### src/hdl/button_ctrl_pkg.sv
// Constants and types for the push-button record and playback control block.
package button_ctrl_pkg;
    localparam int ADDR_W = 16;
    localparam logic [15:0] ADDR_ZERO = 16'h0000;
    localparam logic [15:0] ADDR_LAST = 16'hffff;
    localparam int CLK_NS = 50;
    localparam int PUD_NS = 25000;
    localparam int DB_NS = 10000000;
    localparam int PUD_CYC = (PUD_NS + CLK_NS - 1) / CLK_NS;
    localparam int DB_CYC = (DB_NS + CLK_NS - 1) / CLK_NS;
    localparam int CNT_W = 20;
    localparam logic [1:0] SYNC_RESET = 2'h3;
    typedef enum logic [4:0] {
        ST_IDLE = 5'h01,
        ST_PWRUP = 5'h02,
        ST_RUN = 5'h04,
        ST_PAUSE = 5'h08,
        ST_OVF = 5'h10
    } state_e;
endpackage

### src/hdl/button_ctrl.sv
// Push-button start, pause, resume and stop control with run indicator.
`timescale 1ns/1ns
module button_ctrl
    import button_ctrl_pkg::*;
#(
    parameter int PUD_COUNT = PUD_CYC,
    parameter int DB_COUNT = DB_CYC,
    parameter logic [15:0] END_ADDR = ADDR_LAST
)
(
    input wire logic i_clk,
    input wire logic i_resetn,
    input wire logic i_start_pause_n,
    input wire logic i_stop_reset_in,
    input wire logic i_play_sel,
    input wire logic i_button_mode,
    input wire logic i_cue_mode,
    input wire logic i_marker_delete_mode,
    input wire logic i_loop_mode,
    input wire logic i_marker_found,
    input wire logic i_next_msg,
    output logic o_run_marker_out,
    output logic o_overflow_out_n,
    output logic o_powered,
    output logic o_record,
    output logic o_marker_write,
    output logic o_marker_erase,
    output logic [15:0] o_address
);

////////////////////////////////////////////////////////////////////////////////
// Input synchronisers and edge detection.

logic [1:0] sp_sync;
logic [1:0] st_sync;
logic sp_prev;
logic [1:0] next_sp_sync;
logic [1:0] next_st_sync;

always_comb
begin
    next_sp_sync = {sp_sync[0], i_start_pause_n};
    next_st_sync = {st_sync[0], i_stop_reset_in};
end

always_ff @(posedge i_clk)
begin
    if (!i_resetn)
    begin
        sp_sync <= SYNC_RESET;
        st_sync <= 2'h0;
        sp_prev <= 1'b1;
    end
    else
    begin
        sp_sync <= next_sp_sync;
        st_sync <= next_st_sync;
        sp_prev <= sp_sync[1];
    end
end

logic sp_level;
logic stop_level;
logic sp_fall;
assign sp_level = sp_sync[1];
assign stop_level = st_sync[1];
assign sp_fall = sp_prev && !sp_level;

////////////////////////////////////////////////////////////////////////////////
// Debounce: start edges count only after the input has stayed high long enough.

logic [CNT_W-1:0] db_cnt;
logic [CNT_W-1:0] next_db_cnt;
logic db_ok;
logic press;

assign db_ok = (db_cnt == CNT_W'(DB_COUNT));
assign press = sp_fall && db_ok;

always_comb
begin
    if (!sp_level)
        next_db_cnt = '0;
    else if (!db_ok)
        next_db_cnt = db_cnt + CNT_W'(1);
    else
        next_db_cnt = db_cnt;
end

always_ff @(posedge i_clk)
begin
    if (!i_resetn)
        db_cnt <= CNT_W'(DB_COUNT);
    else
        db_cnt <= next_db_cnt;
end

////////////////////////////////////////////////////////////////////////////////
// Control state machine.

state_e state;
state_e next_state;
logic [15:0] addr;
logic [15:0] next_addr;
logic [CNT_W-1:0] pu_cnt;
logic [CNT_W-1:0] next_pu_cnt;
logic rec_mode;
logic next_rec_mode;
logic rec_paused;
logic next_rec_paused;
logic powered;
logic next_powered;
logic mark_wr;
logic next_mark_wr;
logic mark_er;
logic next_mark_er;
logic ovf_n;
logic next_ovf_n;
logic at_end;

assign at_end = (addr == END_ADDR);

always_comb
begin
    next_state = state;
    next_addr = addr;
    next_pu_cnt = pu_cnt;
    next_rec_mode = rec_mode;
    next_rec_paused = rec_paused;
    next_powered = powered;
    next_mark_wr = 1'b0;
    next_mark_er = 1'b0;
    next_ovf_n = ovf_n;
    if (stop_level || !i_button_mode)
    begin
        if (state == ST_RUN && rec_mode)
            next_mark_wr = 1'b1;
        next_state = ST_IDLE;
        next_addr = ADDR_ZERO;
        next_powered = 1'b0;
        next_ovf_n = 1'b1;
        next_rec_paused = 1'b0;
    end
    else
    begin
        case (state)
            ST_IDLE:
            begin
                if (sp_level && db_ok)
                    next_powered = 1'b0;
                if (press)
                begin
                    next_rec_mode = !i_play_sel;
                    next_rec_paused = 1'b0;
                    next_powered = 1'b1;
                    next_pu_cnt = CNT_W'(PUD_COUNT);
                    next_state = ST_PWRUP;
                end
            end
            ST_PWRUP:
            begin
                if (pu_cnt == '0)
                    next_state = ST_RUN;
                else
                    next_pu_cnt = pu_cnt - CNT_W'(1);
            end
            ST_RUN:
            begin
                if (press)
                begin
                    next_state = ST_PAUSE;
                    if (rec_mode)
                    begin
                        next_mark_wr = 1'b1;
                        next_rec_paused = 1'b1;
                    end
                end
                else if (!rec_mode && i_marker_found)
                    next_state = ST_PAUSE;
                else if (i_next_msg)
                begin
                    if (at_end && !rec_mode && i_loop_mode)
                        next_addr = ADDR_ZERO;
                    else if (at_end)
                    begin
                        next_state = ST_OVF;
                        next_ovf_n = 1'b0;
                    end
                    else
                        next_addr = addr + 16'h0001;
                end
            end
            ST_PAUSE:
            begin
                if (sp_level && db_ok)
                    next_powered = 1'b0;
                if (press)
                begin
                    next_rec_mode = !i_play_sel;
                    next_powered = 1'b1;
                    next_pu_cnt = CNT_W'(PUD_COUNT);
                    next_state = ST_PWRUP;
                    next_rec_paused = 1'b0;
                    if (rec_paused && i_play_sel)
                        next_addr = ADDR_ZERO;
                    else if (rec_paused && i_marker_delete_mode && !i_play_sel)
                        next_mark_er = 1'b1;
                    else if (rec_paused && !i_play_sel)
                        next_addr = addr + 16'h0001;
                    else if (i_play_sel && i_cue_mode)
                        next_addr = addr + 16'h0001;
                    // Playback pause to record keeps the address.
                end
            end
            ST_OVF:
            begin
                if (sp_level && db_ok)
                    next_powered = 1'b0;
                if (press)
                begin
                    next_addr = ADDR_ZERO;
                    next_rec_mode = 1'b0;
                    next_ovf_n = 1'b1;
                    next_powered = 1'b1;
                    next_pu_cnt = CNT_W'(PUD_COUNT);
                    next_state = ST_PWRUP;
                end
            end
            default:
                next_state = ST_IDLE;
        endcase
    end
end

always_ff @(posedge i_clk)
begin
    if (!i_resetn)
    begin
        state <= ST_IDLE;
        addr <= ADDR_ZERO;
        pu_cnt <= '0;
        rec_mode <= 1'b0;
        rec_paused <= 1'b0;
        powered <= 1'b0;
        mark_wr <= 1'b0;
        mark_er <= 1'b0;
        ovf_n <= 1'b1;
    end
    else
    begin
        state <= next_state;
        addr <= next_addr;
        pu_cnt <= next_pu_cnt;
        rec_mode <= next_rec_mode;
        rec_paused <= next_rec_paused;
        powered <= next_powered;
        mark_wr <= next_mark_wr;
        mark_er <= next_mark_er;
        ovf_n <= next_ovf_n;
    end
end

////////////////////////////////////////////////////////////////////////////////
// Output registers.

logic run;
always_ff @(posedge i_clk)
begin
    if (!i_resetn)
        run <= 1'b0;
    else
        run <= (next_state == ST_RUN);
end

assign o_run_marker_out = run;
assign o_overflow_out_n = ovf_n;
assign o_powered = powered;
assign o_record = rec_mode;
assign o_marker_write = mark_wr;
assign o_marker_erase = mark_er;
assign o_address = addr;

////////////////////////////////////////////////////////////////////////////////
// Assertions.

logic live;
assign live = !stop_level && i_button_mode;

run_state_a: assert property (@(posedge i_clk) disable iff (!i_resetn)
    (run == (state == ST_RUN)) && (!run || powered))
    else $error("run indicator differs from run state");

stop_clear_a: assert property (@(posedge i_clk) disable iff (!i_resetn)
    stop_level |=> (addr == ADDR_ZERO && state == ST_IDLE && !powered))
    else $error("stop level did not clear and power down");

stop_marker_a: assert property (@(posedge i_clk) disable iff (!i_resetn)
    (stop_level && state == ST_RUN && rec_mode) |=> mark_wr)
    else $error("stop during record left no marker");

pause_keep_a: assert property (@(posedge i_clk) disable iff (!i_resetn)
    (state == ST_RUN && press && !stop_level && i_button_mode)
    |=> (state == ST_PAUSE && addr == $past(addr)))
    else $error("pause changed the address");

rec_pause_a: assert property (@(posedge i_clk) disable iff (!i_resetn)
    (state == ST_RUN && rec_mode && press && !stop_level && i_button_mode) |=> mark_wr)
    else $error("record pause wrote no marker");

marker_pause_a: assert property (@(posedge i_clk) disable iff (!i_resetn)
    (state == ST_RUN && !rec_mode && i_marker_found && !stop_level && i_button_mode)
    |=> state == ST_PAUSE)
    else $error("marker did not pause playback");

debounce_a: assert property (@(posedge i_clk) disable iff (!i_resetn)
    (sp_fall && !db_ok && live && state inside {ST_IDLE, ST_PAUSE, ST_OVF})
    |=> state == $past(state))
    else $error("start edge accepted inside debounce");

pwrup_wait_a: assert property (@(posedge i_clk) disable iff (!i_resetn)
    (state != ST_PWRUP ##1 state == ST_PWRUP) |-> !run [*2])
    else $error("run rose without power-up delay");

ovf_restart_a: assert property (@(posedge i_clk) disable iff (!i_resetn)
    (state == ST_OVF && press && !stop_level && i_button_mode)
    |=> (addr == ADDR_ZERO && ovf_n))
    else $error("overflow restart did not reset address");

overflow_set_a: assert property (@(posedge i_clk) disable iff (!i_resetn)
    (state == ST_RUN && i_next_msg && at_end && !(i_loop_mode && !rec_mode) && live
    && !press && !(i_marker_found && !rec_mode)) |=> (state == ST_OVF && !ovf_n))
    else $error("end of memory did not raise overflow");

resume_keep_a: assert property (@(posedge i_clk) disable iff (!i_resetn)
    (state == ST_PAUSE && press && live && !rec_paused && !(i_play_sel && i_cue_mode))
    |=> (state == ST_PWRUP && addr == $past(addr)))
    else $error("resume moved the address");

rec_to_play_a: assert property (@(posedge i_clk) disable iff (!i_resetn)
    (state == ST_PAUSE && press && live && rec_paused && i_play_sel)
    |=> (addr == ADDR_ZERO && !rec_mode))
    else $error("playback after record pause did not start at zero");

rec_resume_a: assert property (@(posedge i_clk) disable iff (!i_resetn)
    (state == ST_PAUSE && press && live && rec_paused && !i_play_sel && !i_marker_delete_mode)
    |=> (addr == $past(addr) + 16'h0001 && rec_mode))
    else $error("record resume did not step past the marker");

marker_erase_a: assert property (@(posedge i_clk) disable iff (!i_resetn)
    (state == ST_PAUSE && press && live && rec_paused && !i_play_sel && i_marker_delete_mode)
    |=> (mark_er && addr == $past(addr)))
    else $error("marker delete resume did not erase in place");

cue_skip_a: assert property (@(posedge i_clk) disable iff (!i_resetn)
    (state == ST_PAUSE && press && live && !rec_paused && i_play_sel && i_cue_mode)
    |=> addr == $past(addr) + 16'h0001)
    else $error("cue resume did not skip to the next message");

loop_wrap_a: assert property (@(posedge i_clk) disable iff (!i_resetn)
    (state == ST_RUN && !rec_mode && i_loop_mode && i_next_msg && at_end && live
    && !press && !i_marker_found) |=> (addr == ADDR_ZERO && ovf_n && state == ST_RUN))
    else $error("loop mode did not wrap to the start");

power_down_a: assert property (@(posedge i_clk) disable iff (!i_resetn)
    (state == ST_PAUSE && sp_level && db_ok && live) |=> !powered)
    else $error("paused block stayed powered after debounce");

record_start_c: cover property (@(posedge i_clk) disable iff (!i_resetn)
    state == ST_RUN && rec_mode);
pause_resume_c: cover property (@(posedge i_clk) disable iff (!i_resetn)
    state == ST_PAUSE ##[1:1000] state == ST_PWRUP);
overflow_c: cover property (@(posedge i_clk) disable iff (!i_resetn)
    state == ST_OVF);
loop_wrap_c: cover property (@(posedge i_clk) disable iff (!i_resetn)
    state == ST_RUN && i_loop_mode && at_end && i_next_msg);
marker_erase_c: cover property (@(posedge i_clk) disable iff (!i_resetn)
    mark_er);

endmodule

### config.mk
export PLATFORM = sky130hd
export DESIGN_NAME = button_ctrl
export DESIGN_NICKNAME = d
export VERILOG_FILES = /design/src/hdl/button_ctrl_pkg.sv /design/src/hdl/button_ctrl.sv
export SDC_FILE = /design/constraint.sdc
export NUM_CORES = 1
export LEC_CHECK = 0
export BUFFER_PORTS_ARGS = -buffer_cell sky130_fd_sc_hd__buf_2
export CAP_MARGIN = 40
export CORE_ASPECT_RATIO = 1.1
export CORE_MARGIN = 10
export CORE_UTILIZATION = 54
export DETAILED_ROUTE_END_ITERATION = 8
export GPL_TIMING_DRIVEN = 0
export PLACE_DENSITY = 0.75
export SYNTH_ARGS = -nofsm -noshare
export SYNTH_HDL_FRONTEND = slang
export SYNTH_SLANG_ARGS = --single-unit
export TNS_END_PERCENT = 1
### constraint.sdc
create_clock -name i_clk -period 1.9 [get_ports i_clk]
set_input_delay 0.285 -clock i_clk [delete_from_list [all_inputs] [get_ports i_clk]]
set_output_delay 0.285 -clock i_clk [all_outputs]
set_load 0.01 [all_outputs]
### Word level (Yosys, flattened, before mapping)

Cells that the tools add are included.

* bits in registers: 73
* input port bits: 11

* add/subtract/negate cells: 3
* bitwise logic cells: 4
* multiplexer cells: 47
* reduce and logical (&&, ||, !) cells: 35
* equal/unequal tests: 24

Operators with widths (number)
* $mux W16: 11
* $pmux W16 S3: 1
* $mux W20: 2
* $mux W5: 8
* $pmux W20 S2: 1
* $mux W18: 2
* $ne A2 B2 Y1 const B: 11
* $add A20 B1 Y20 const B: 1
* $eq A20 B18 Y1 const B: 1
* $logic_not A20 Y1: 1
* $sub A20 B1 Y20 const B: 1
* $mux W1: 18
* $add A16 B1 Y16 const B: 1
* $eq A16 B16 Y1 const B: 1
* $pmux W5 S3: 1
* $logic_and A1 B1 Y1: 12
* $reduce_and A4 Y1: 3
* $eq A5 B3 Y1 const B: 2
* $reduce_bool A2 Y1: 5
* $reduce_and A9 Y1: 1
* $reduce_and A7 Y1: 1
* $pmux W1 S2: 3
* $eq A5 B1 Y1 const B: 1
* $eq A5 B2 Y1 const B: 1
* 14 further kinds: 23

### Logic depth before layout (Yosys ltp)

Gate-level depths: netlist of run 1.

* word-level depth: 10
* depth in mapped cells: 8

### Worst setup path before layout of run 1

No wires, ideal clock.

* path type: register to register
* from: register db_cnt[0]
* to: register pu_cnt[8]
* slack: -0.199 ns
* setup time: 0.074 ns
* cell stages (with the launch flop): 9
* arrival time: 2.025 ns
* period minus slack after synthesis: 2.099 ns
* path through: dfxtp_1 > inv_1 > ha_1 > or4b_1 > nor4_1 > nand4_2 > or3_1 > buf_2 > a31oi_1

* word-level cells in the longest chain between the ends: 4

Ends and longest elaborated chain
* from (decl): RTL line button_ctrl.sv:72 `logic [CNT_W-1:0] db_cnt;`
* from (signal assigned): RTL line button_ctrl.sv:93 `db_cnt <= CNT_W'(DB_COUNT);`
* from (signal assigned): RTL line button_ctrl.sv:95 `db_cnt <= next_db_cnt;`
* $eq A20 B18 Y1: RTL line button_ctrl.sv:77 `assign db_ok = (db_cnt == CNT_W'(DB_COUNT));`
* $logic_and A1 B1 Y1: RTL line button_ctrl.sv:78 `assign press = sp_fall && db_ok;`
* $ne A2 B1 Y1 (no source line)
* $reduce_and A4 Y1 (no source line)
* to (signal assigned): RTL line button_ctrl.sv:253 `pu_cnt <= next_pu_cnt;`
* to (decl): RTL line button_ctrl.sv:105 `logic [CNT_W-1:0] pu_cnt;`

No other way between the ends.
A chain may end at the register's enable or synchronous reset.

### Final worst setup path of run 1

* from: register db_cnt[13]
* to: register addr[11] (netlist: o_address[11])

* word-level cells in the longest chain between the ends: 4
* elaborated cells between the ends (all ways): 6
* those cells by class: eq/ne (4); reduce/logical (2)

Ends and longest elaborated chain
* $eq A20 B18 Y1 *: RTL line button_ctrl.sv:77
* $logic_and A1 B1 Y1 *: RTL line button_ctrl.sv:78
* $ne A2 B2 Y1 (no source line)
* $reduce_and A9 Y1 (no source line) *
* to (signal assigned): RTL line button_ctrl.sv:252 `addr <= next_addr;`
* to (decl): RTL line button_ctrl.sv:103 `logic [15:0] addr;`

Mark *: on every way between the ends. The rest lies on a longest branch, timed or not.

==> results of run 1 <==
-- Yosys cell counts, types with 6 or more instances --
| cell type | n |
|---|---|
| sky130_fd_sc_hd__nand2b_1 | 6 |
| sky130_fd_sc_hd__xor2_1 | 19 |
| sky130_fd_sc_hd__clkbuf_1 | 8 |
| sky130_fd_sc_hd__nand2_1 | 45 |
| sky130_fd_sc_hd__a21oi_1 | 30 |
| sky130_fd_sc_hd__and4_1 | 6 |
| sky130_fd_sc_hd__o21ai_1 | 9 |
| sky130_fd_sc_hd__nor3_1 | 16 |
| sky130_fd_sc_hd__and3_1 | 11 |
| sky130_fd_sc_hd__nand3_1 | 16 |
| sky130_fd_sc_hd__inv_1 | 9 |
| sky130_fd_sc_hd__nor4_1 | 8 |
| sky130_fd_sc_hd__xnor2_1 | 8 |
| sky130_fd_sc_hd__nor2_1 | 42 |
| sky130_fd_sc_hd__o21ai_0 | 18 |
| sky130_fd_sc_hd__or3_1 | 19 |
| sky130_fd_sc_hd__dfxtp_1 | 73 |
-- sequential cells by signal (all words and copies together) (netlist names) --
name / count
o_address: 16
o_powered: 1
sp_sync: 2
st_sync: 2
state: 5
o_record: 1
db_cnt: 20
o_run_marker_out: 1
o_marker_erase: 1
o_marker_write: 1
o_overflow_out_n: 1
sp_prev: 1
pu_cnt: 20
rec_paused: 1
-- area by class of cell --
type | instances | area, um2
repair buffers | 56 | 370
well taps | 85 | 106
multi-input cells | 346 | 2440
fillers | 565 | 2350
flip-flops and latches | 73 | 1490
inverters | 9 | 33.8
plain buffers | 12 | 62.6
clock buffers | 10 | 128
clock inverters | 4 | 22.5
-- logic make-up after synthesis --
group	after synthesis
AOI/OAI and AO/OA	102
DFF	73
and+or+nand+nor	206
xor gates and xnor gates	27
muxes	5
adders and majority gates	5
buffers and inverters	23
-- cells in the final DEF, fill, tap and decap left out, types with 10 or more instances in the layout --
master	Yosys	routed
sky130_fd_sc_hd__dfxtp_2	0	16
sky130_fd_sc_hd__dfxtp_1	73	55
sky130_fd_sc_hd__and3_1	11	10
sky130_fd_sc_hd__nor3_1	16	16
sky130_fd_sc_hd__nand2_1	45	41
sky130_fd_sc_hd__o21ai_0	18	17
sky130_fd_sc_hd__nand3_1	16	15
sky130_fd_sc_hd__nor2_1	42	38
sky130_fd_sc_hd__or3_1	19	18
sky130_fd_sc_hd__a21oi_1	30	28
sky130_fd_sc_hd__buf_4	0	20
sky130_fd_sc_hd__xor2_1	19	19
sky130_fd_sc_hd__buf_2	3	33
sky130_fd_sc_hd__o21ai_1	9	10
-- how the worst min path moves through the flow --
stage | startpoint | endpoint | slack, ns | cells after the start
after floorplan | sp_sync[0]$_SDFF_PN1_ | sp_sync[1]$_SDFF_PN1_ | 0.39 | 1
after CTS | i_start_pause_n | sp_sync[0]$_SDFF_PN1_ | 0.10 | 2
final | i_start_pause_n | sp_sync[0]$_SDFF_PN1_ | 0.11 | 2
after global placement | sp_sync[0]$_SDFF_PN1_ | sp_sync[1]$_SDFF_PN1_ | 0.40 | 1
after global routing | i_start_pause_n | sp_sync[0]$_SDFF_PN1_ | 0.11 | 2
after detailed placement | sp_sync[0]$_SDFF_PN1_ | sp_sync[1]$_SDFF_PN1_ | 0.40 | 1
-- power by group --
part | leakage, nW | internal [mW] | switching (mW)
Clock | 0.0778 | 0.452 | 0.569
Combinational | 1.04 | 0.379 | 0.415
Sequential | 0.599 | 1.58 | 0.0530
-- timing repair --
| action | 4_1_cts | 5_1_grt |
|---|---|---|
| setup buffers | 21 | 3 |
| setup endpoints to repair | 41 | 45 |
| pin swaps | 40 | 7 |
| gates cloned | 2 | 0 |
| resized for setup | 45 | 7 |
-- layer usage --
metal	up-vias	GRT usage	routed length, um
met5	-	0	0
met4	0	0.0818	189
met3	17	0.0316	561
met2	113	0.274	4690
met1	1714	0.231	4360
li1	1759	-	-
-- worst register-to-register path, cell delays in order, from the launching register on --
cell and delay (ns):
sky130_fd_sc_hd__dfxtp_4 0.36, sky130_fd_sc_hd__nor4_4 0.34, sky130_fd_sc_hd__nand4_4 0.18, sky130_fd_sc_hd__buf_12 0.18, sky130_fd_sc_hd__a2111oi_4 0.34, sky130_fd_sc_hd__buf_4 0.18
sky130_fd_sc_hd__a2111o_2 0.15, sky130_fd_sc_hd__mux2i_1 0.22, sky130_fd_sc_hd__nor4_2 0.06
-- per-stage QoR --
stage          hold slack (ns)  power, mW  setup TNS, ns  cell area (um2)  worst slack, ns
2_1_floorplan            0.386       2.09          -2.49             3880           -0.133
3_3_place_gp             0.396       2.20         -10.46             4140           -0.368
3_5_place_dp             0.402       2.22         -12.64             4140           -0.455
4_1_cts                  0.104       3.42          -5.47             4610           -0.222
5_1_grt                  0.110       3.59         -10.54             4650           -0.345
6_report                 0.108       3.45          -6.32             4650           -0.229
==> results.md, run 1 <==
| Parameter | Value |
|---|---|
| Post-route clock skew | 0.0143 ns |
| EDFF count, synth | 0 |
| Full die area | 10900 um2 |
| CTS root buffer | sky130_fd_sc_hd__clkbuf_8 |
| Final Hold Violating Endpoints | 0 |
| Share of async-settable or async-resettable flops after synthesis | 0 |
| Cell-by-cell trace of the critical path | nor4_4 > nand4_4 > buf_12 > a2111oi_4 > buf_4 > a2111o_2 > mux2i_1 > nor4_2 |
| Largest stage delay on the critical path | 0.36 ns |
| Core box area | 7010 um2 |
| Vias in the first global route | 3348 |
| Clock latency of the later-clocked register in the worst-skew pair | 0.36 ns |
| Area of the mapped netlist | 3860 um2 |
| Num CTS Buffers | 9 |
| Antenna cells | 0 |
| Post-Synth XOR/XNOR Area | 0.0612 |
| Reg2Reg Launch Point | db_cnt[13]$_SDFFE_PN0N_ |
| Site Rows | 32 |
| Post-route non-filler standard cell count | 595 |
| Clock transition at the register clock pins on the worst setup and hold paths after CTS | 0.07 ns |
| Adder-cell share of the synthesized area | 0.0162 |
| Number of nets in the layout | 523 |
| Family with the most delay on the worst path | simple AND/OR/NAND/NOR gates |
| Synth unique cells | 63 |
| Port-buffer cells | 31 |
| Antenna violations before repair | 0 |
| Most common flop cell mapped by yosys | sky130_fd_sc_hd__dfxtp_1 |
| Compound-Gate Fraction of Synth Area | 0.196 |
| Cell type contributing the most total cell area after synthesis | sky130_fd_sc_hd__dfxtp_1 |
| Multiplexer share of the synthesized area | 0.0130 |
| Min Clock Period, post-route | 2.13 ns |
| Residual DRC count | 0 |
| Arrival time at the worst endpoint | 2.34 ns |
| Floorplan die width | 101 um |
| Drt first-iter violations | 274 |
| Post-route clock period utilization | 1.12 |
| Hold buffers post-CTS | 0 |
| Critical path fanouts, max | 4 |
| Cell count after placement | 557 |
| End of the worst register-to-register path | o_address[11]$_SDFFE_PP0P_ |
| Worst R2R Setup Slack | -0.23 ns |
| First-pass GRT wire length | 15.9 mm |
| Peak Freq | 470 MHz |
| Relative slew slack | 0.597 |
| Ranking of synthesized cells by area | sky130_fd_sc_hd__dfxtp_1 38%, sky130_fd_sc_hd__nand2_1 4.4%, sky130_fd_sc_hd__xor2_1 4.3%, sky130_fd_sc_hd__nor2_1 4.1%, sky130_fd_sc_hd__a21oi_1 3.9% |
| Vias post-DR | 3603 |
| Number of max-cap violations | 0 |
| Number of failing setup endpoints in the final timing report | 40 |
| Endpoint kind of the worst setup timing path | flop |
| Vertical die dimension | 109 um |
| First-pass iteration count of the detailed router | 4 |
| Fraction of the mapped netlist area in simple logic gates | 0.306 |
| Area growth syn-to-layout | 20.5% |
| Largest family of logic cells by synthesized area | simple AND/OR/NAND/NOR gates |
| End point of the critical path | o_address[11]$_SDFFE_PP0P_ |
| Reg2Reg Depth | 8 |
| Cell with the biggest individual delay on the critical path | sky130_fd_sc_hd__dfxtp_4 |
| Number of nets produced by synthesis | 457 |
| Leakage | 1.72 nW |
| Detailed Route WL | 9.80 mm |
| Ys Warns | 0 |
| Hpwl dp | 6.56 mm |
| Average wire per cell in the routed design | 16.5 um |
| Pin count of the biggest net entering global routing | 12 |
| Worst hold path class | in -> reg |
| Req. time, crit path | 2.11 ns |
| Crit Path Category | reg -> reg |
| CP Buf/Inv Count | 2 |
| RSZ-0062 raised after global routing | true |
| Number of ports placed on the die boundary | 33 |
| Global route total overflow | 0 |
| TritonCTS clock tree | built |
| Initial core utilization | 0.551 |
| Post-Syn Instances | 441 |
| Final worst-path setup slack | -0.229 ns |
| Startpoint type of the worst setup path | flop |
| Number of gates on the worst path with buffers counted | 8 |
| Slew at the pin closest to its max-slew limit | 0.605 ns |
| Share of the yosys chip area belonging to registers | 0.378 |
| Via density per instance | 6.06 |
| Mean instance size in the synthesized netlist | 8.76 um2 |
| Overall track demand over capacity in global routing | 0.176 |
| Result of the run | complete, but fails checks |
| Post-route antenna net violation count | 0 |
| Number of H-tree levels | 3 |
| Peak ir drop on the vdd network | 0.000522 V |
| Synthesized flop and latch total | 73 |
| Share of the synthesized area in the top cell type | 0.378 |
| Post-route core utilization | 0.664 |
| Fraction of layout cells with a size suffix above 1 | 0.278 |
| Origin of the worst setup path | db_cnt[13]$_SDFFE_PN0N_ |
| Slew Viols, Final | 0 |
| Pwr/cell area | 741 nW/um2 |
| Maximum root-to-sink buffer count | 2 |
| Violations in the final reports | negative setup slack |
| RePlAce Congestion | 0.875 |
| Number of sinks driven by the clock tree | 73 |
No activity file was read; power rests on OpenSTA's default activity.
==> run 2: changes to the inputs <==
--- a/config.mk
+++ b/config.mk
@@ -13,6 +13,7 @@
 export DETAILED_ROUTE_END_ITERATION = 8
 export GPL_TIMING_DRIVEN = 0
 export PLACE_DENSITY = 0.75
+export SETUP_SLACK_MARGIN = 0.15
 export SYNTH_ARGS = -nofsm -noshare
 export SYNTH_HDL_FRONTEND = slang
 export SYNTH_SLANG_ARGS = --single-unit
==> run 2 against run 1 <==
Compared with the run above:
- the flow still finishes with violations (negative setup slack)
- flip-flop and latch count did not move
- via count fell by 0.22%
- design area is 0.73% higher
- largest power group unchanged
- core utilization is 0.48 points higher
- sequential power is essentially flat
- critical path depth did not move
- clock skew decreased by 0.0011 ns
- critical endpoint is now pu_cnt[14]$_SDFFE_PN0P_
==> results.md, run 2 (synthesis results as in run 1) <==
| Parameter | Value |
|---|---|
| Slew Viols, Final | 0 |
| Post-route clock skew | 0.0132 ns |
| Vertical die dimension | 109 um |
| Average wire per cell in the routed design | 16.1 um |
| Slew at the pin closest to its max-slew limit | 0.579 ns |
| Portion of total power attributed to combinational logic | 0.235 |
| First-pass GRT wire length | 15.9 mm |
| Global route total overflow | 0 |
| Number of sinks driven by the clock tree | 73 |
| Power consumption | 3.47 mW |
| Endpoint kind of the worst setup timing path | flop |
| Commonest cells after routing, fill and taps aside | 54 x sky130_fd_sc_hd__dfxtp_1, 40 x sky130_fd_sc_hd__nand2_1, 36 x sky130_fd_sc_hd__nor2_1 |
| RSZ-0062 raised after global routing | true |
| Post-route clock period utilization | 1.12 |
| Vias post-DR | 3595 |
| Min Clock Period, post-route | 2.13 ns |
| Full die area | 10900 um2 |
| Number of H-tree levels | 3 |
| Violations in the final reports | negative setup slack |
| Internal portion of total power | 2.43 mW |
| Post-route core utilization | 0.669 |
| Final Hold Violating Endpoints | 0 |
| Number of failing setup endpoints in the final timing report | 38 |
| Met3 Use GR | 0.0342 |
| Arrival time at the worst endpoint | 2.37 ns |
| Result of the run | complete, but fails checks |
| Port-buffer cells | 31 |
| Pwr/cell area | 740 nW/um2 |
| Clock transition at the register clock pins on the worst setup and hold paths after CTS | 0.07 ns |
| First-pass iteration count of the detailed router | 5 |
| Via density per instance | 6.04 |
| Cell count after placement | 557 |
| Initial core utilization | 0.551 |
| Commonest non-fill, non-tap cell in the layout | sky130_fd_sc_hd__dfxtp_1 |
| Share of total power in the clock network | 0.295 |
| Detailed Route WL | 9.56 mm |
| Vias in the first global route | 3342 |
| Floorplan die width | 101 um |
| Residual DRC count | 0 |
| Met2 demand-to-capacity share in global routing | 0.275 |
| Leakage | 1.74 nW |
| Core box area | 7010 um2 |
| Relative slew slack | 0.613 |
| Power dissipated by switching net loads | 1.05 mW |
| Peak Freq | 470 MHz |
| Hold buffers post-CTS | 0 |
| TritonCTS clock tree | built |
| Post-route non-filler standard cell count | 595 |
| Crit Path Category | reg -> reg |
| Maximum root-to-sink buffer count | 2 |
| Sw Share | 0.301 |
| RePlAce Congestion | 0.875 |
| Area growth syn-to-layout | 21.4% |
| Overall track demand over capacity in global routing | 0.175 |
| Startpoint type of the worst setup path | flop |
| Number of nets in the layout | 523 |
| Site Rows | 32 |
| Worst hold path class | in -> reg |
| Antenna violations before repair | 0 |
| Number of max-cap violations | 0 |
| CTS root buffer | sky130_fd_sc_hd__clkbuf_8 |
| Final worst-path setup slack | -0.226 ns |
| Clock latency of the later-clocked register in the worst-skew pair | 0.36 ns |
| Fraction of layout cells with a size suffix above 1 | 0.290 |
| Req. time, crit path | 2.14 ns |
| Antenna cells | 0 |
| Met1 layer usage reported by global route | 0.230 |
| Gr busiest metal | met2 |
| Peak ir drop on the vdd network | 0.000523 V |
| Hpwl dp | 6.56 mm |
| Post-route antenna net violation count | 0 |
| Number of ports placed on the die boundary | 33 |
| Critical path fanouts, max | 5 |
| Part of the total power dissipated in sequential elements | 0.470 |
| Num CTS Buffers | 9 |
| Drt first-iter violations | 289 |
| Pin count of the biggest net entering global routing | 12 |
[run 2: what timing repair did]
item / in CTS / in global routing
pin swaps: 32 / 25
setup buffers: 20 / 2
endpoints found under the setup margin: 47 / 52
gates cloned: 2 / 0
gates resized for setup: 42 / 25
[run 2: layer usage]
metal / part of all wire / vias to the layer above
met2: 0.48 / 97
li1: - / 1765
met5: 0 / -
met3: 0.058 / 17
met1: 0.45 / 1716
met4: 0.018 / 0
[run 2: layout make-up]
type	instances	area [um2]
multi-input cells	346	2460
repair buffers	54	355
clock buffers	10	128
inverters	9	33.8
fillers	556	2320
clock inverters	4	22.5
flip-flops and latches	73	1490
plain buffers	14	88.8
well taps	85	106
[run 2: power by group through the flow]
stage	logic, mW	clock network, mW	registers (mW)
floorplan	0.434	0	1.66
global placement	0.534	0	1.67
detailed placement	0.549	0	1.67
CTS	0.771	1.03	1.63
global route	0.886	1.10	1.64
finish	0.815	1.02	1.63
[run 2: critical path, stage by stage, from the launching register on]
cell and delay, ns:
sky130_fd_sc_hd__dfxtp_1 0.41, sky130_fd_sc_hd__and4_2 0.31, sky130_fd_sc_hd__nand4_4 0.14, sky130_fd_sc_hd__buf_12 0.17, sky130_fd_sc_hd__nor3_4 0.21, sky130_fd_sc_hd__buf_6 0.18, sky130_fd_sc_hd__o21ai_2 0.11, sky130_fd_sc_hd__o31a_1 0.31
sky130_fd_sc_hd__o21a_1 0.17
[run 2: path summary, 6_finish.rpt]
check	start	end	slack [ns]	cells past startpoint
worst max-delay path	db_cnt[11]$_SDFFE_PN1P_	pu_cnt[14]$_SDFFE_PN0P_	-0.23	8
worst min-delay path	i_start_pause_n	sp_sync[0]$_SDFF_PN1_	0.11	2
worst max register to register	db_cnt[11]$_SDFFE_PN1P_	pu_cnt[14]$_SDFFE_PN0P_	-0.23	8
worst min register to register	sp_sync[0]$_SDFF_PN1_	sp_sync[1]$_SDFF_PN1_	0.42	1
[run 2: stage by stage]
step	hold WS, ns	worst slack [ns]	setup TNS (ns)	area (um2)
global placement	0.396	-0.368	-10.46	4140
finish	0.111	-0.226	-4.87	4690
CTS	0.104	-0.247	-6.91	4610
global route	0.112	-0.366	-9.99	4690
floorplan	0.386	-0.133	-2.49	3880
detailed placement	0.402	-0.455	-12.64	4140
==> run 3: changes to the inputs <==
--- a/config.mk
+++ b/config.mk
@@ -9,10 +9,11 @@
 export CAP_MARGIN = 40
 export CORE_ASPECT_RATIO = 1.1
 export CORE_MARGIN = 10
-export CORE_UTILIZATION = 54
+export CORE_UTILIZATION = 60
+export CTS_BUF_LIST = sky130_fd_sc_hd__clkbuf_4
 export DETAILED_ROUTE_END_ITERATION = 8
 export GPL_TIMING_DRIVEN = 0
-export PLACE_DENSITY = 0.75
+export PLACE_DENSITY = 0.79
 export SETUP_SLACK_MARGIN = 0.15
 export SYNTH_ARGS = -nofsm -noshare
 export SYNTH_HDL_FRONTEND = slang
==> constraint.sdc (replaced) <==
create_clock -name i_clk -period 2.1 [get_ports i_clk]
set_input_delay 0.315 -clock i_clk [delete_from_list [all_inputs] [get_ports i_clk]]
set_output_delay 0.315 -clock i_clk [all_outputs]
set_load 0.01 [all_outputs]
==> run 3 against run 2 <==
Compared with the run above:
- the flow still finishes with violations (negative setup slack)
- design area fell by 1.3%
- die area fell by 8.1%
- register-to-register slack improved by 0.11 ns
- critical path depth fell by 1
- maximum frequency fell by 4.2%
- sequential power fell by 9%
- via count fell by 0.39%
- clock power barely moved
- first-iteration DRC count fell by 7.6%
- combinational power fell by 16%
- critical path type unchanged
- highest routed layer unchanged
==> results.md, run 3 (synthesis results as in run 1) <==
| Parameter | Value |
|---|---|
| Number of ports placed on the die boundary | 33 |
| Post-route clock skew | 0.0283 ns |
| First-pass GRT wire length | 15.6 mm |
| Critical path fanouts, max | 6 |
| Peak Freq | 451 MHz |
| Global route total overflow | 0 |
| Power consumption | 3.18 mW |
| Detailed Route WL | 9.73 mm |
| Pre-CTS setup slack | -0.235 ns |
| Clock latency of the later-clocked register in the worst-skew pair | 0.44 ns |
| Peak ir drop on the vdd network | 0.000481 V |
| Leakage | 1.72 nW |
| Site Rows | 30 |
| Number of sinks driven by the clock tree | 73 |
| Largest stage delay on the critical path | 0.38 ns |
| Placed Instance Area | 4130 um2 |
| Relative slew slack | 0.611 |
| Pin count of the biggest net entering global routing | 12 |
| Vertical die dimension | 104 um |
| Floorplan die width | 96.5 um |
| Maximum root-to-sink buffer count | 2 |
| Final worst-path setup slack | -0.118 ns |
| First-pass iteration count of the detailed router | 5 |
| Design area | 4630 um2 |
| RSZ-0062 raised after global routing | true |
| Req. time, crit path | 2.43 ns |
| Fraction of layout cells with a size suffix above 1 | 0.284 |
| Slew at the pin closest to its max-slew limit | 0.583 ns |
| Initial core utilization | 0.620 |
| Result of the run | complete, but fails checks |
| Number of failing setup endpoints in the final timing report | 9 |
| Commonest cells after routing, fill and taps aside | 52 x sky130_fd_sc_hd__dfxtp_1, 43 x sky130_fd_sc_hd__nand2_1, 38 x sky130_fd_sc_hd__nor2_1 |
| Cell-by-cell trace of the critical path | nor4_4 > nand4_4 > or2_4 > buf_4 > a21oi_2 > o21ai_0 > a32o_1 |
| Pwr/cell area | 687 nW/um2 |
| Min Clock Period, post-route | 2.22 ns |
| Setup TNS | -0.234 ns |
| Clock transition at the register clock pins on the worst setup and hold paths after CTS | 0.12 ns |
| Number of H-tree levels | 3 |
| Violations in the final reports | negative setup slack |
| Hold buffers post-CTS | 0 |
| Worst hold path class | in -> reg |
| RePlAce Congestion | 0.847 |
| Post-route clock period utilization | 1.06 |
| Hpwl dp | 6.47 mm |
| Startpoint type of the worst setup path | flop |
| Vias in the first global route | 3283 |
| Cell count after placement | 552 |
| Cell with the biggest individual delay on the critical path | sky130_fd_sc_hd__dfxtp_4 |
| Crit Path Category | reg -> reg |
| Number of fill cells in the layout | 462 |
| Arrival time at the worst endpoint | 2.55 ns |
| Port-buffer cells | 31 |
| Vias post-DR | 3581 |
| Antenna violations before repair | 0 |
| CTS root buffer | sky130_fd_sc_hd__clkbuf_4 |
| Number of nets in the layout | 518 |
| Drt first-iter violations | 267 |
| Antenna cells | 0 |
| Post-route non-filler standard cell count | 587 |
| TritonCTS clock tree | built |
| Family with the most delay on the worst path | simple AND/OR/NAND/NOR gates |
| Number of max-cap violations | 0 |
| Average wire per cell in the routed design | 16.6 um |
| Residual DRC count | 0 |
| Area growth syn-to-layout | 19.8% |
| Endpoint kind of the worst setup timing path | flop |
| Overall track demand over capacity in global routing | 0.187 |
| Full die area | 10000 um2 |
| Via density per instance | 6.10 |
| Slew Viols, Final | 0 |
| Final Hold Violating Endpoints | 0 |
| CP Buf/Inv Count | 1 |
| Post-route antenna net violation count | 0 |
| Core box area | 6230 um2 |
| Commonest non-fill, non-tap cell in the layout | sky130_fd_sc_hd__dfxtp_1 |
| Num CTS Buffers | 9 |
run 3: path summary, 6_finish.rpt:
path / slack [ns] / cells after the start / start / endpoint
max reg2reg: -0.12 / 7 / db_cnt[15]$_SDFFE_PN0N_ / o_address[7]$_SDFFE_PP0P_
min: 0.07 / 2 / i_start_pause_n / sp_sync[0]$_SDFF_PN1_
max: -0.12 / 7 / db_cnt[15]$_SDFFE_PN0N_ / o_address[7]$_SDFFE_PP0P_
min reg2reg: 0.42 / 1 / sp_sync[0]$_SDFF_PN1_ / sp_sync[1]$_SDFF_PN1_
run 3: power by group:
| group | switching [mW] | internal (mW) | leakage, nW |
|---|---|---|---|
| sequential | 0.0465 | 1.43 | 0.598 |
| clock | 0.495 | 0.517 | 0.0866 |
| combinational | 0.377 | 0.310 | 1.04 |
| total | 0.918 | 2.26 | 1.72 |
run 3: timing repair:
action	CTS	global route
endpoints found under the setup margin	39	42
setup buffers	8	11
pin swaps	20	23
gates resized for setup	39	17
run 3: per-stage QoR:
stage | hold slack (ns) | util
CTS | 0.0635 | 0.719
global route | 0.0684 | 0.743
global placement | 0.389 | 0.663
floorplan | 0.386 | -
detailed placement | 0.398 | 0.663
finish | 0.0733 | 0.743
run 3: cell type report:
class | count | area (um2) | share of cell area
multi-input combinational | 345 | 2450 | 0.529
sequential | 73 | 1490 | 0.322
timing repair buffer | 50 | 314 | 0.0679
tap | 80 | 100 | 0.0216
clock buffer | 12 | 90.1 | 0.0195
buffer | 14 | 85.1 | 0.0184
clock inverter | 4 | 67.6 | 0.0146
inverter | 9 | 33.8 | 0.00730
run 3: routing by layer:
layer / up-vias / part of all wire / global-route usage
li1: 1749 / - / -
met1: 1689 / 0.43 / 0.241
met2: 123 / 0.49 / 0.290
met3: 20 / 0.061 / 0.0440
met4: 0 / 0.019 / 0.0728
met5: - / 0 / 0
